File: src/rtl/dkhrp_consts.vh
`ifndef DKHRP_CONSTS_VH
`define DKHRP_CONSTS_VH
// register select codes on address bits 3..1
`define DKHRP_SEL_CSR      3'h0
`define DKHRP_SEL_BAR      3'h1
`define DKHRP_SEL_DAR      3'h2
`define DKHRP_SEL_MPR      3'h3
`define DKHRP_SEL_BAE      3'h4
// command/status fields
`define DKHRP_CSR_DRIVE_READY_BIT     0
`define DKHRP_CSR_FUNC_LO  1
`define DKHRP_CSR_FUNC_HI  3
`define DKHRP_CSR_EXT_LO   4
`define DKHRP_CSR_EXT_HI   5
`define DKHRP_CSR_IE       6
`define DKHRP_CSR_CONTROLLER_READY_FLAG     7
`define DKHRP_CSR_OPI      10
`define DKHRP_CSR_DCRC     11
`define DKHRP_CSR_NXM      13
`define DKHRP_CSR_ERR      15
// addressing modes
`define DKHRP_MODE_16      2'h0
`define DKHRP_MODE_18      2'h1
`define DKHRP_MODE_22      2'h2
// crc
`define DKHRP_CRC_POLY     16'h8005
`define DKHRP_CRC_INIT     16'h0000
`define DKHRP_ZERO16       16'h0000
`define DKHRP_ONE16        16'h0001
`define DKHRP_BIT_LAST     4'hF
`define DKHRP_BIT_FIRST    4'h0
`endif

File: src/rtl/dkhrp_port.v
// Contract
// RULE1 - five host registers; extension for wide mode
// RULE2 - host writes command/status register last
// RULE3 - selectable 16, 18 or 22 bit addressing
// RULE4 - host loads low and extension address
// RULE5 - 18-bit bits via extension or csr
// RULE6 - csr write starts microsequencer routine
// RULE7 - dma read parity error aborts command
// RULE8 - crc appended after written data
// RULE9 - read crc mismatch sets crc flag
// RULE10 - 256 by 16-bit fifo buffer
// RULE11 - serialise writes, deserialise reads
// RULE12 - latch select bits on sync, decode
// RULE13 - slave reply for every register access
// RULE14 - ready flag sampled by master reply
// RULE15 - ready flag only when command accepted
// RULE16 - master asserts bank select in address
// RULE17 - separate transmit and receive controls
// RULE18 - registers use internal tristate bus; code selects them with a case multiplexer into o_bus_data
// RULE19 - low address is 16-bit loadable counter
// RULE20 - extension 6 bits from bus 0-5
// RULE21 - csr 5:4 and extension 1:0 shared
// RULE22 - csr drive_ready_bit, function, ie, ready fields
// RULE23 - address increments, carries into extension
// RULE24 - reads have no side effects
`include "dkhrp_consts.vh"
module dkhrp_port #(
  parameter FIFO_DEPTH = 256,
  parameter FIFO_AW    = 8
) (
  input  wire        i_clk_sys,
  input  wire        i_rst,
  input  wire        i_sync,
  input  wire        i_bank_sel_n,
  input  wire        i_din,
  input  wire        i_dout,
  input  wire        i_master_reply_sample,
  input  wire [15:0] i_bus_data,
  input  wire [1:0]  i_addr_mode,
  input  wire        i_drive_ready_bit,
  input  wire        i_dma_word_done,
  input  wire        i_dma_rd_valid,
  input  wire [17:0] i_dma_rd_data,
  input  wire        i_dma_rd_parity_err,
  input  wire        i_seq_done,
  input  wire        i_wr_active,
  input  wire        i_wr_bit_en,
  input  wire        i_rd_active,
  input  wire        i_rd_bit_en,
  input  wire        i_rd_bit,
  input  wire        i_rd_field_end,
  input  wire        i_rd_is_header,
  input  wire        i_fifo_pop,
  output reg  [15:0] o_bus_data,
  output wire        o_bus_data_oe,
  output reg         o_slave_reply_internal,
  output reg         o_transceiver_transmit_ctl,
  output reg         o_transceiver_receive_ctl,
  output reg         o_slave_register_enable,
  output reg         o_seq_start,
  output reg  [2:0]  o_command_function_code,
  output reg         o_cmd_abort,
  output wire [21:0] o_dma_address,
  output reg         o_wr_bit,
  output reg         o_wr_crc_phase,
  output wire [15:0] o_fifo_head,
  output wire        o_fifo_empty,
  output wire        o_fifo_full
);

////////////////////////////////////////////////////////////////////////////////
reg  [2:0]  register_select_bits;
reg         sel_valid;
reg         controller_ready_flag;
reg         interrupt_enable_bit;
reg  [15:0] dma_start_address_low;
reg  [5:0]  dma_address_extension;
reg  [15:0] disk_sector_address_register;
reg  [15:0] multipurpose_register;
reg         crc_err_flag;
reg         hdr_flag;
reg         par_err_flag;
reg         din_q;
reg         dout_q;
reg         sync_q;
reg  [15:0] fifo_mem [0:FIFO_DEPTH-1];
reg  [FIFO_AW-1:0] fifo_rd_ptr;
reg  [FIFO_AW-1:0] fifo_wr_ptr;
reg  [FIFO_AW:0]   fifo_count;
reg  [15:0] wr_shift;
reg  [3:0]  wr_bit_cnt;
reg  [15:0] rd_shift;
reg  [3:0]  rd_bit_cnt;
reg  [15:0] crc_wr;
reg  [15:0] crc_rd;
reg  [15:0] next_read_data;
wire [15:0] command_status_register;
wire        sel_active;
wire        rd_strobe;
wire        wr_strobe;
wire        wr_csr;
wire        wr_bar;
wire        wr_dar;
wire        wr_mpr;
wire        wr_bae;
wire        fifo_push;
wire        fifo_pop;
wire        wr_word_pop;
wire        rd_word_push;
wire [15:0] rd_word;
wire [21:0] addr_next;
////////////////////////////////////////////////////////////////////////////////
function [15:0] crc_step;
  input [15:0] crc;
  input        bit_in;
  begin
    if (crc[15] ^ bit_in)
      crc_step = {crc[14:0], 1'b0} ^ `DKHRP_CRC_POLY;
    else
      crc_step = {crc[14:0], 1'b0};
  end
endfunction
////////////////////////////////////////////////////////////////////////////////
// address phase: latch select bits on sync, valid only when bank select low and code is at most BAE
always @(posedge i_clk_sys or posedge i_rst) begin
  if (i_rst) begin
    register_select_bits <= 3'h0;
    sel_valid            <= 1'b0;
  end else if (i_sync && !sync_q) begin
    register_select_bits <= i_bus_data[3:1]; // RULE12
    sel_valid            <= !i_bank_sel_n && (i_bus_data[3:1] <=
                            `DKHRP_SEL_BAE); // RULE16 RULE1
  end else if (!i_sync) begin
    sel_valid <= 1'b0;
  end
end

assign sel_active = sel_valid && i_sync;
always @(posedge i_clk_sys or posedge i_rst) begin
  if (i_rst) begin
    din_q  <= 1'b0;
    dout_q <= 1'b0;
    sync_q <= 1'b0;
  end else begin
    din_q  <= i_din;
    dout_q <= i_dout;
    sync_q <= i_sync;
  end
end
assign rd_strobe = sel_active && i_din && !din_q;
assign wr_strobe = sel_active && i_dout && !dout_q;
assign wr_csr = wr_strobe && register_select_bits == `DKHRP_SEL_CSR;
assign wr_bar = wr_strobe && register_select_bits == `DKHRP_SEL_BAR;
assign wr_dar = wr_strobe && register_select_bits == `DKHRP_SEL_DAR;
assign wr_mpr = wr_strobe && register_select_bits == `DKHRP_SEL_MPR;
assign wr_bae = wr_strobe && register_select_bits == `DKHRP_SEL_BAE;

// reply and transceiver steering
always @(posedge i_clk_sys or posedge i_rst) begin
  if (i_rst) begin
    o_slave_reply_internal     <= 1'b0;
    o_transceiver_transmit_ctl <= 1'b0;
    o_transceiver_receive_ctl  <= 1'b0;
    o_slave_register_enable    <= 1'b0;
  end else begin
    o_slave_reply_internal     <= sel_active && (i_din || i_dout); // RULE13
    o_transceiver_transmit_ctl <= sel_active && i_din; // RULE17
    o_transceiver_receive_ctl  <= !(sel_active && i_din); // RULE17
    if (i_master_reply_sample)
      o_slave_register_enable <= controller_ready_flag; // RULE14
  end
end

////////////////////////////////////////////////////////////////////////////////
assign command_status_register = {
  crc_err_flag || par_err_flag, 1'b0, par_err_flag, 1'b0, // RULE22
  crc_err_flag, (crc_err_flag && hdr_flag) || par_err_flag, 2'b00, // RULE9
  controller_ready_flag, interrupt_enable_bit,
  dma_address_extension[1:0], o_command_function_code, // RULE21
  i_drive_ready_bit};
always @* begin
  next_read_data = `DKHRP_ZERO16;
  case (register_select_bits)
    `DKHRP_SEL_CSR: next_read_data = command_status_register; // RULE18
    `DKHRP_SEL_BAR: next_read_data = dma_start_address_low;
    `DKHRP_SEL_DAR: next_read_data = disk_sector_address_register;
    `DKHRP_SEL_MPR: next_read_data = multipurpose_register;
    `DKHRP_SEL_BAE: next_read_data = {10'h000, dma_address_extension};
    default:        next_read_data = `DKHRP_ZERO16;
  endcase
end

always @(posedge i_clk_sys or posedge i_rst) begin
  if (i_rst)
    o_bus_data <= `DKHRP_ZERO16;
  else if (rd_strobe)
    o_bus_data <= next_read_data; // RULE24
end
assign o_bus_data_oe = o_transceiver_transmit_ctl;
////////////////////////////////////////////////////////////////////////////////
assign addr_next = {dma_address_extension, dma_start_address_low} +
                   22'h000002;
always @(posedge i_clk_sys or posedge i_rst) begin
  if (i_rst) begin
    dma_start_address_low        <= `DKHRP_ZERO16;
    dma_address_extension        <= 6'h00;
    disk_sector_address_register <= `DKHRP_ZERO16;
    multipurpose_register        <= `DKHRP_ZERO16;
    o_command_function_code      <= 3'h0;
    interrupt_enable_bit         <= 1'b0;
  end else begin
    if (wr_bar)
      dma_start_address_low <= i_bus_data; // RULE19 RULE4
    else if (i_dma_word_done)
      dma_start_address_low <= addr_next[15:0]; // RULE23
    if (wr_bae && i_addr_mode == `DKHRP_MODE_22)
      dma_address_extension <= i_bus_data[5:0]; // RULE20
    else if (wr_bae && i_addr_mode == `DKHRP_MODE_18)
      dma_address_extension[1:0] <= i_bus_data[1:0]; // RULE5
    else if (wr_csr && i_addr_mode != `DKHRP_MODE_16)
      dma_address_extension[1:0] <=
        i_bus_data[`DKHRP_CSR_EXT_HI:`DKHRP_CSR_EXT_LO]; // RULE5 RULE21
    else if (i_dma_word_done && i_addr_mode != `DKHRP_MODE_16)
      dma_address_extension <= addr_next[21:16]; // RULE23
    if (wr_dar)
      disk_sector_address_register <= i_bus_data;
    if (wr_mpr)
      multipurpose_register <= i_bus_data;
    if (wr_csr) begin
      o_command_function_code <=
        i_bus_data[`DKHRP_CSR_FUNC_HI:`DKHRP_CSR_FUNC_LO];
      interrupt_enable_bit <= i_bus_data[`DKHRP_CSR_IE];
    end
  end
end

// address width follows the selected mode
assign o_dma_address =
  (i_addr_mode == `DKHRP_MODE_16) ? {6'h00, dma_start_address_low} :
  (i_addr_mode == `DKHRP_MODE_18) ?
    {4'h0, dma_address_extension[1:0], dma_start_address_low} :
    {dma_address_extension, dma_start_address_low}; // RULE3
////////////////////////////////////////////////////////////////////////////////
// command launch, ready flag and error flags
always @(posedge i_clk_sys or posedge i_rst) begin
  if (i_rst) begin
    controller_ready_flag <= 1'b1;
    o_seq_start           <= 1'b0;
    o_cmd_abort           <= 1'b0;
    par_err_flag          <= 1'b0;
    crc_err_flag          <= 1'b0;
    hdr_flag              <= 1'b0;
  end else begin
    o_seq_start <= 1'b0;
    o_cmd_abort <= 1'b0;
    if (wr_csr && !i_bus_data[`DKHRP_CSR_CONTROLLER_READY_FLAG] && controller_ready_flag) begin
      controller_ready_flag <= 1'b0; // RULE15 RULE2
      o_seq_start           <= 1'b1; // RULE6
      par_err_flag          <= 1'b0;
      crc_err_flag          <= 1'b0;
      hdr_flag              <= 1'b0;
    end
    if (i_dma_rd_valid && i_dma_rd_parity_err && !controller_ready_flag) begin
      par_err_flag          <= 1'b1; // RULE7
      o_cmd_abort           <= 1'b1;
      controller_ready_flag <= 1'b1;
    end else if (i_seq_done && !controller_ready_flag) begin
      controller_ready_flag <= 1'b1; // RULE15
    end
    if (i_rd_field_end && crc_rd != `DKHRP_CRC_INIT) begin
      crc_err_flag <= 1'b1; // RULE9
      hdr_flag     <= i_rd_is_header;
    end
  end
end

////////////////////////////////////////////////////////////////////////////////
// fifo shared by dma and serializer
assign fifo_push = (i_dma_rd_valid && !i_dma_rd_parity_err) || rd_word_push;
assign fifo_pop  = i_fifo_pop || wr_word_pop;
assign o_fifo_empty = fifo_count == {(FIFO_AW+1){1'b0}};
assign o_fifo_full  = fifo_count == FIFO_DEPTH[FIFO_AW:0];
assign o_fifo_head  = fifo_mem[fifo_rd_ptr];
assign rd_word = {rd_shift[14:0], i_rd_bit};
always @(posedge i_clk_sys) begin
  if (fifo_push && !o_fifo_full)
    fifo_mem[fifo_wr_ptr] <= rd_word_push ? rd_word :
                             i_dma_rd_data[15:0]; // RULE10
end

always @(posedge i_clk_sys or posedge i_rst) begin
  if (i_rst) begin
    fifo_rd_ptr <= {FIFO_AW{1'b0}};
    fifo_wr_ptr <= {FIFO_AW{1'b0}};
    fifo_count  <= {(FIFO_AW+1){1'b0}};
  end else begin
    if (fifo_push && !o_fifo_full)
      fifo_wr_ptr <= fifo_wr_ptr + 1'b1;
    if (fifo_pop && !o_fifo_empty)
      fifo_rd_ptr <= fifo_rd_ptr + 1'b1;
    case ({fifo_push && !o_fifo_full, fifo_pop && !o_fifo_empty})
      2'b10:   fifo_count <= fifo_count + 1'b1;
      2'b01:   fifo_count <= fifo_count - 1'b1;
      default: fifo_count <= fifo_count;
    endcase
  end
end

////////////////////////////////////////////////////////////////////////////////
// write serializer with crc appended
assign wr_word_pop = i_wr_active && i_wr_bit_en && !o_wr_crc_phase &&
                     wr_bit_cnt == `DKHRP_BIT_FIRST && !o_fifo_empty;
always @(posedge i_clk_sys or posedge i_rst) begin
  if (i_rst) begin
    wr_shift       <= `DKHRP_ZERO16;
    wr_bit_cnt     <= `DKHRP_BIT_FIRST;
    crc_wr         <= `DKHRP_CRC_INIT;
    o_wr_bit       <= 1'b0;
    o_wr_crc_phase <= 1'b0;
  end else if (!i_wr_active) begin
    wr_bit_cnt     <= `DKHRP_BIT_FIRST;
    crc_wr         <= `DKHRP_CRC_INIT;
    o_wr_crc_phase <= 1'b0;
  end else if (i_wr_bit_en) begin
    if (o_wr_crc_phase) begin
      o_wr_bit   <= crc_wr[15]; // RULE8
      crc_wr     <= {crc_wr[14:0], 1'b0};
      wr_bit_cnt <= wr_bit_cnt + 1'b1;
    end else if (wr_bit_cnt == `DKHRP_BIT_FIRST && o_fifo_empty) begin
      o_wr_crc_phase <= 1'b1; // RULE8
      o_wr_bit       <= crc_wr[15];
      crc_wr         <= {crc_wr[14:0], 1'b0};
      wr_bit_cnt     <= wr_bit_cnt + 1'b1;
    end else begin
      if (wr_bit_cnt == `DKHRP_BIT_FIRST) begin
        o_wr_bit <= o_fifo_head[15]; // RULE11
        wr_shift <= {o_fifo_head[14:0], 1'b0};
        crc_wr   <= crc_step(crc_wr, o_fifo_head[15]);
      end else begin
        o_wr_bit <= wr_shift[15];
        wr_shift <= {wr_shift[14:0], 1'b0};
        crc_wr   <= crc_step(crc_wr, wr_shift[15]);
      end
      wr_bit_cnt <= wr_bit_cnt + 1'b1;
    end
  end
end

// read deserializer and crc check
assign rd_word_push = i_rd_active && i_rd_bit_en &&
                      rd_bit_cnt == `DKHRP_BIT_LAST; // RULE11
always @(posedge i_clk_sys or posedge i_rst) begin
  if (i_rst) begin
    rd_shift   <= `DKHRP_ZERO16;
    rd_bit_cnt <= `DKHRP_BIT_FIRST;
    crc_rd     <= `DKHRP_CRC_INIT;
  end else if (!i_rd_active) begin
    rd_bit_cnt <= `DKHRP_BIT_FIRST;
    crc_rd     <= `DKHRP_CRC_INIT;
  end else if (i_rd_bit_en) begin
    rd_shift   <= {rd_shift[14:0], i_rd_bit};
    rd_bit_cnt <= rd_bit_cnt + 1'b1;
    crc_rd     <= crc_step(crc_rd, i_rd_bit); // RULE9
  end
end

endmodule

File: config.mk
export PLATFORM = sky130hd
export DESIGN_NAME = dkhrp_port
export DESIGN_NICKNAME = d
export VERILOG_FILES = /design/src/rtl/dkhrp_port.v
export VERILOG_INCLUDE_DIRS = /design/src /design/src/rtl
export SDC_FILE = /design/constraint.sdc
export NUM_CORES = 2
export LEC_CHECK = 0
export ABC_AREA = 0
export BUFFER_PORTS_ARGS = -buffer_cell sky130_fd_sc_hd__buf_2
export CAP_MARGIN = 20
export CORE_ASPECT_RATIO = 0.7
export CORE_MARGIN = 4
export CORE_UTILIZATION = 65
export CTS_BUF_LIST = sky130_fd_sc_hd__clkbuf_4 sky130_fd_sc_hd__clkbuf_8
export DETAILED_ROUTE_END_ITERATION = 8
export PLACE_DENSITY = 0.78
export SETUP_SLACK_MARGIN = 0.2
export SYNTH_ARGS = -nofsm -noshare
export SYNTH_HDL_FRONTEND = slang
export SYNTH_SLANG_ARGS = --single-unit
File: constraint.sdc
create_clock -name i_clk_sys -period 7.5 [get_ports i_clk_sys]
set_input_delay 1.125 -clock i_clk_sys [delete_from_list [all_inputs] [get_ports i_clk_sys]]
set_output_delay 1.125 -clock i_clk_sys [all_outputs]
set_load 0.005 [all_outputs]
## After elaboration in Yosys (flattened, before gate mapping)

Memories as Yosys holds them, arrays and structs flattened.
Index checks and enable logic that the tools add are counted.
W data, S select, Z words.

- Add/subtract/negate cells: 7
- Multiply operators: 0
- Div/mod/pow operators: 0
- Order comparisons: 1
- Eq/ne operators: 15
- Shift operators: 0
- Mux-type cells: 47
- Bitwise gates (word level): 7
- Reduce and logical (&&, ||, !) cells: 67

Operators by type and width:

| cell | count |
|---|---|
| $mux W16 | 14 |
| $pmux W16 S5 | 1 |
| $mux W22 | 2 |
| $logic_and A1 B1 Y1 | 34 |
| $mux W4 | 6 |
| $add A22 B2 Y22 const B | 1 |
| $mux W1 | 19 |
| $pmux W9 S2 | 1 |
| $add A8 B1 Y8 const B | 2 |
| $reduce_bool A16 Y1 | 1 |
| $mux W6 | 2 |
| $reduce_bool A2 Y1 | 6 |
| $logic_not A1 Y1 | 11 |
| $add A9 B1 Y9 const B | 1 |
| $eq A9 B9 Y1 const B | 1 |
| $logic_not A9 Y1 | 1 |
| $sub A9 B1 Y9 const B | 1 |
| $add A4 B1 Y4 const B | 2 |
| $eq A3 B2 Y1 const B | 2 |
| $ne A2 B1 Y1 const B | 3 |
| $not A3 Y3 | 2 |
| $logic_or A1 B1 Y1 | 5 |
| $eq A2 B1 Y1 const B | 2 |
| $eq A2 B2 Y1 const B | 2 |
| other kinds (16) | 22 |

- Flip-flop bits (word level): 189
- Bits in latches: 0
- Memory bits (writable): 4,096
- ROM bits: 0
- Bits of input ports: 56
- Output and inout bits: 68
- Word-level logic and storage cells: 179
- Memories: 1

Memories:

| memory | depth | width | read ports | clocked after memory_dff | wr ports | line | RTL |
|---|---|---|---|---|---|---|---|
| fifo_mem | 256 | 16 | 1 | 0 | 1 | dkhrp_port.v:86 | `reg [15:0] fifo_mem [0:FIFO_DEPTH-1];` |

## Depth between registers and ports, before layout

- Depth after elaboration: 9
- Gate-level depth with buffers: 17
- Gate-level depth less buffers: 17

## Worst setup path after synthesis

OpenSTA, ideal clock, no wires.

- Path kind: in2reg
- From: input i_rd_bit_en
- To: memory fifo_mem[0][10], data pin
- Setup time: 0.556 ns
- Arrival time: 4.092 ns
- Required time: 6.944 ns
- Setup slack: 2.852 ns
- Stages: 5
- Path buffers: 2
- Path through: clkbuf_1 -> nand2_1 -> nor2_1 -> clkbuf_1 -> mux2_2

- Longest elaborated chain between the ends: 3

RTL lines:

| what | line | RTL |
|---|---|---|
| start: declaration | dkhrp_port.v:49 | `input wire i_rd_bit_en,` |
| $logic_and A1 B1 Y1 | dkhrp_port.v:350 | `assign rd_word_push = i_rd_active && i_rd_bit_en &&` |
| $logic_and A1 B1 Y1 (no source line) | -- |  |
| $mux W16 | dkhrp_port.v:287 | `fifo_mem[fifo_wr_ptr] <= rd_word_push ? rd_word :` |
| end: declaration | dkhrp_port.v:86 |  |

No other way between the ends.

## Final worst setup path

- From: register fifo_rd_ptr[0]
- To: output o_fifo_head[12]

- Longest elaborated chain between the ends: 1

RTL lines:

| what | line | RTL |
|---|---|---|
| start: declaration | dkhrp_port.v:87 | `reg [FIFO_AW-1:0] fifo_rd_ptr;` |
| start signal: assignment | dkhrp_port.v:293 | `fifo_rd_ptr <= {FIFO_AW{1'b0}};` |
| start signal: assignment | dkhrp_port.v:300 | `fifo_rd_ptr <= fifo_rd_ptr + 1'b1;` |
| $mem_v2 Z256 W16 | -- |  |
| end: declaration | dkhrp_port.v:66 | `output wire [15:0] o_fifo_head,` |

No other way between the ends.

==> metrics.md <==
| Metric | Value |
|---|---|
| Starting density of the core | 65.6% |
| Initial DRC count | 13,659 |
| PortBufs | 121 |
| Layout cells sized above 1 | 35.3% |
| Final hold vios | 0 |
| Area of the mapped netlist | 166,000 um2 |
| Largest stage delay, worst path | around 1.1 ns |
| Final setup fails | 0 |
| Clock slew at reported path FFs | 0.06 ns |
| CP Launch Point | fifo_rd_ptr[0] |
| Asr flop ratio synth | 4.39% |
| Slowest-stage cell, CP | dfrtp_4 |
| Max cap viols | 0 |
| Post-DRT Antenna Nets | 0 |
| Wire per inst | 35.0 um |
| CP arrival | 5.87 ns |
| Worst r2r dst | crc_wr[15] |
| Power Density | 348 nW/um2 |
| H-tree level count | 6 |
| DP Worst Slack | 1.36 ns |
| Synth Area in Adders | 0.140% |
| Hold-fix buffers at CTS | 0 |
| Startpoint type of the worst setup path | flip-flop |
| Grt ovf | 0 |
| Tightest Hold Check Type | in2reg |
| Least-Margin Pin Slew | 1.43 ns |
| Clk_lat worst skew | 1.06 ns |
| Register area share after synthesis | 77.1% |
| Area leader, netlist | edfxtp_1 |
| Register bit total from synthesis | approximately 4,300 |
| Die Wd | 611 um |
| IO Pins | 124 |
| Ys flop type | edfxtp_1 |
| Vias in the first global route | 80,732 |
| Total track usage | 31.4% |
| Die height | 430 um |
| Root buffer cell | clkbuf_8 |
| Buffer count from post-CTS setup fixing | 0 |
| CP top delay family | multiplexers |
| CP Max Fanout | 76 |
| DRC | 0 |
| Worst setup EP type | primary output |
| Design area | 184,000 um2 |
| Mapped Cells | 7,044 |
| HPWL Detailed | 238,000 um |
| Largest family of logic cells by synthesized area | multiplexers |
| Critical Path RT | 6.38 ns |
| DR vias/cell | 6.96 |
| Slew HR | under 10% |
| Worst R2R Path Depth | 10 |
| Via count | 80,721 |
| Post-Syn Nets | a little over 7,000 |
| Synth Area in Compound Gates | 0.736% |
| Worst Skew | 0.0481 ns |
| DP Area | 173,000 um2 |
| Critical R2R Launch | fifo_rd_ptr[0] |
| CTS Buf Count | between 600 and 700 |
| Number of cells on the critical path | 8 |
| Crit path kind | reg2out |
| Clk sinks | around 4,300 |
| Peak VDD IR | 0.000333 V |
| Final TNS setup | 0 ns |
| Crit path buf inv count | 2 |
| Clk buf depth | 4 |
| EDFF count, synth | 4,096 |
| Slew Viols, Final | 0 |
| TritonRoute pass-1 iters | 6 |
| Synth area leaders | edfxtp_1 (74%), mux4_2 (18%), dfrtp_1 (2.8%) |
| Cells along the critical path | buf_12, mux4_2, mux4_2, nor2b_1, a211oi_1, a31oi_1, mux4_2, buf_2 |
| YS warnings | 0 |
| Gpl congestion | roughly 0.9 |
| Post-synth top area share | 74.2% |
| Nets | 7,867 |
| Highest clock rate | 143 MHz |
| Simple logic cell fraction of the synthesized area | 1.58% |
| Static Leak | 0.0590 uW |
| PostCTS Resize Cnt | 0 |
| Status | completed |
| Slack of the critical path | 0.505 ns |
| Routed WL | 406,000 um |
| Netlist cell types | 60 |
| Syn avg cell area | 23.5 um2 |
| Row Count | 154 |
| Tot Pwr | 64,000 uW |
| Maximum number of pins on one net before global-route repair | 202 |
| Fin crit period | 6.99 ns |
| CP most frequent cell | mux4_2 |
| Post-Synth XOR/XNOR Area | less than 1% |
| First-pass GRT wire length | 585,000 um |
| Core area | about 250,000 um2 |
| Full die area | 263,000 um2 |
| Area Overhead vs Synth | 11.2% |
| CTS tree | done |
| Initial antenna violation count | 29 |
| Worst setup endpoint | o_fifo_head[12] |
| R2R setup slack | 1.74 ns |
| RSZ-0062 raised after global routing | no |
| Post-synthesis mux area share | 19.1% |
| Final Cycle Share | 93.3% |
==> flip-flops by register name (all words and copies together) (netlist names), 16 cells and up <==
register and flops:
fifo_mem 4096, crc_rd 16, crc_wr 16, disk_sector_address_register 16
dma_start_address_low 16, multipurpose_register 16, o_bus_data 16
==> stage by stage <==
stage	hold WS, ns	instances	util (%)
after CTS	0.117	11582	72.9
final	0.228	11599	72.9
after global placement	0.464	10534	68.4
after global routing	0.175	11588	72.9
after detailed placement	0.468	10538	68.4
after floorplan	0.448	7044	-
==> per-layer routing <==
metal	GRT usage (%)	share of wire [%]	vias up
met1	47.9	37	42184
met5	0	0.030	-
met3	10.6	15	777
li1	-	-	31476
met4	10.3	3.4	18
met2	43.7	44	6266
==> synthesized netlist by cell type, drive strengths merged (10+ instances only) <==
| master | instances |
|---|---|
| nand2 | 105 |
| nor4 | 10 |
| inv | 18 |
| nand3 | 33 |
| xor2 | 22 |
| nor2b | 47 |
| mux2 | 84 |
| o21ai | 53 |
| nand2b | 12 |
| ha | 17 |
| edfxtp | 4096 |
| nor2 | 318 |
| buf | 215 |
| mux4 | 1331 |
| a22oi | 15 |
| nand4 | 13 |
| and2 | 20 |
| dfrtp | 187 |
| a21oi | 60 |
| a211oi | 13 |
| clkbuf | 178 |
| mux2i | 75 |
| xnor2 | 29 |
==> worst reg2reg max path, cell delays in order, from the launching register on <==
cell      delay [ns]
dfrtp_4         1.06
buf_12          0.43
mux4_2          0.61
mux2_2          0.32
a221o_1         0.40
nor4_1          0.92
a211oi_1        0.11
a21oi_1         0.52
a21o_1          0.62
mux2_2          0.41
o31a_1          0.27
==> power by group <==
part / total, uW / switching (uW) / internal (uW)
sequential: 27000 / 552 / 26500
combinational: 19500 / 10800 / 8760
clock: 17400 / 8530 / 8910
total: 64000 / 19900 / 44200
==> layout by cell type, fill, tap and decap left out, drive strengths merged, types with 3 or more instances in the layout <==
cell type	instances
clkinvlp	20
nor4	10
xnor2	29
nand2b	12
a21oi	60
mux2	84
a21o	7
nor2	318
ha	17
nand3b	7
a31oi	5
xor2	22
o22ai	4
dfrtp	187
a41oi	4
edfxtp	4096
nand2	105
a22o	7
o21ai	53
bufinv	3
nor2b	47
nand4	13
nand3	33
inv	29
clkinv	174
buf	536
a211oi	13
mux2i	75
a22oi	15
diode	14
clkbuf	838
and3	8
o22a	8
nor3	8
and2	20
o21bai	5
mux4	1331
==> layout make-up <==
| cell class | instances | area [um2] |
|---|---|---|
| inverters | 20 | 90.1 |
| multi-input cells | 2347 | 36500 |
| clock inverters | 206 | 1040 |
| well taps | 3354 | 4200 |
| diodes | 14 | 35.0 |
| repair buffers | 536 | 4340 |
| flip-flops and latches | 4284 | 128000 |
| fillers | 13294 | 68400 |
| clock buffers | 838 | 10200 |
==> logic make-up after synthesis <==
group           Yosys count
simple gates            592
flops                  4284
xor+xnor                 51
buf+inv                 413
mux                    1490
compound gates          196
fa+ha+maj                18
==> worst min-delay path by stage <==
stage | start | to | slack, ns | cells after the start
2_1_floorplan | wr_shift[5] | wr_shift[5] | 0.45 | 2
3_3_place_gp | o_bus_data[14] | o_bus_data[14] | 0.46 | 2
3_5_place_dp | o_bus_data[14] | o_bus_data[14] | 0.47 | 2
4_1_cts | i_din | din_q | 0.12 | 1
5_1_grt | i_din | din_q | 0.18 | 1
6_report | i_din | din_q | 0.23 | 1
No activity file was read; power rests on OpenSTA's default activity.
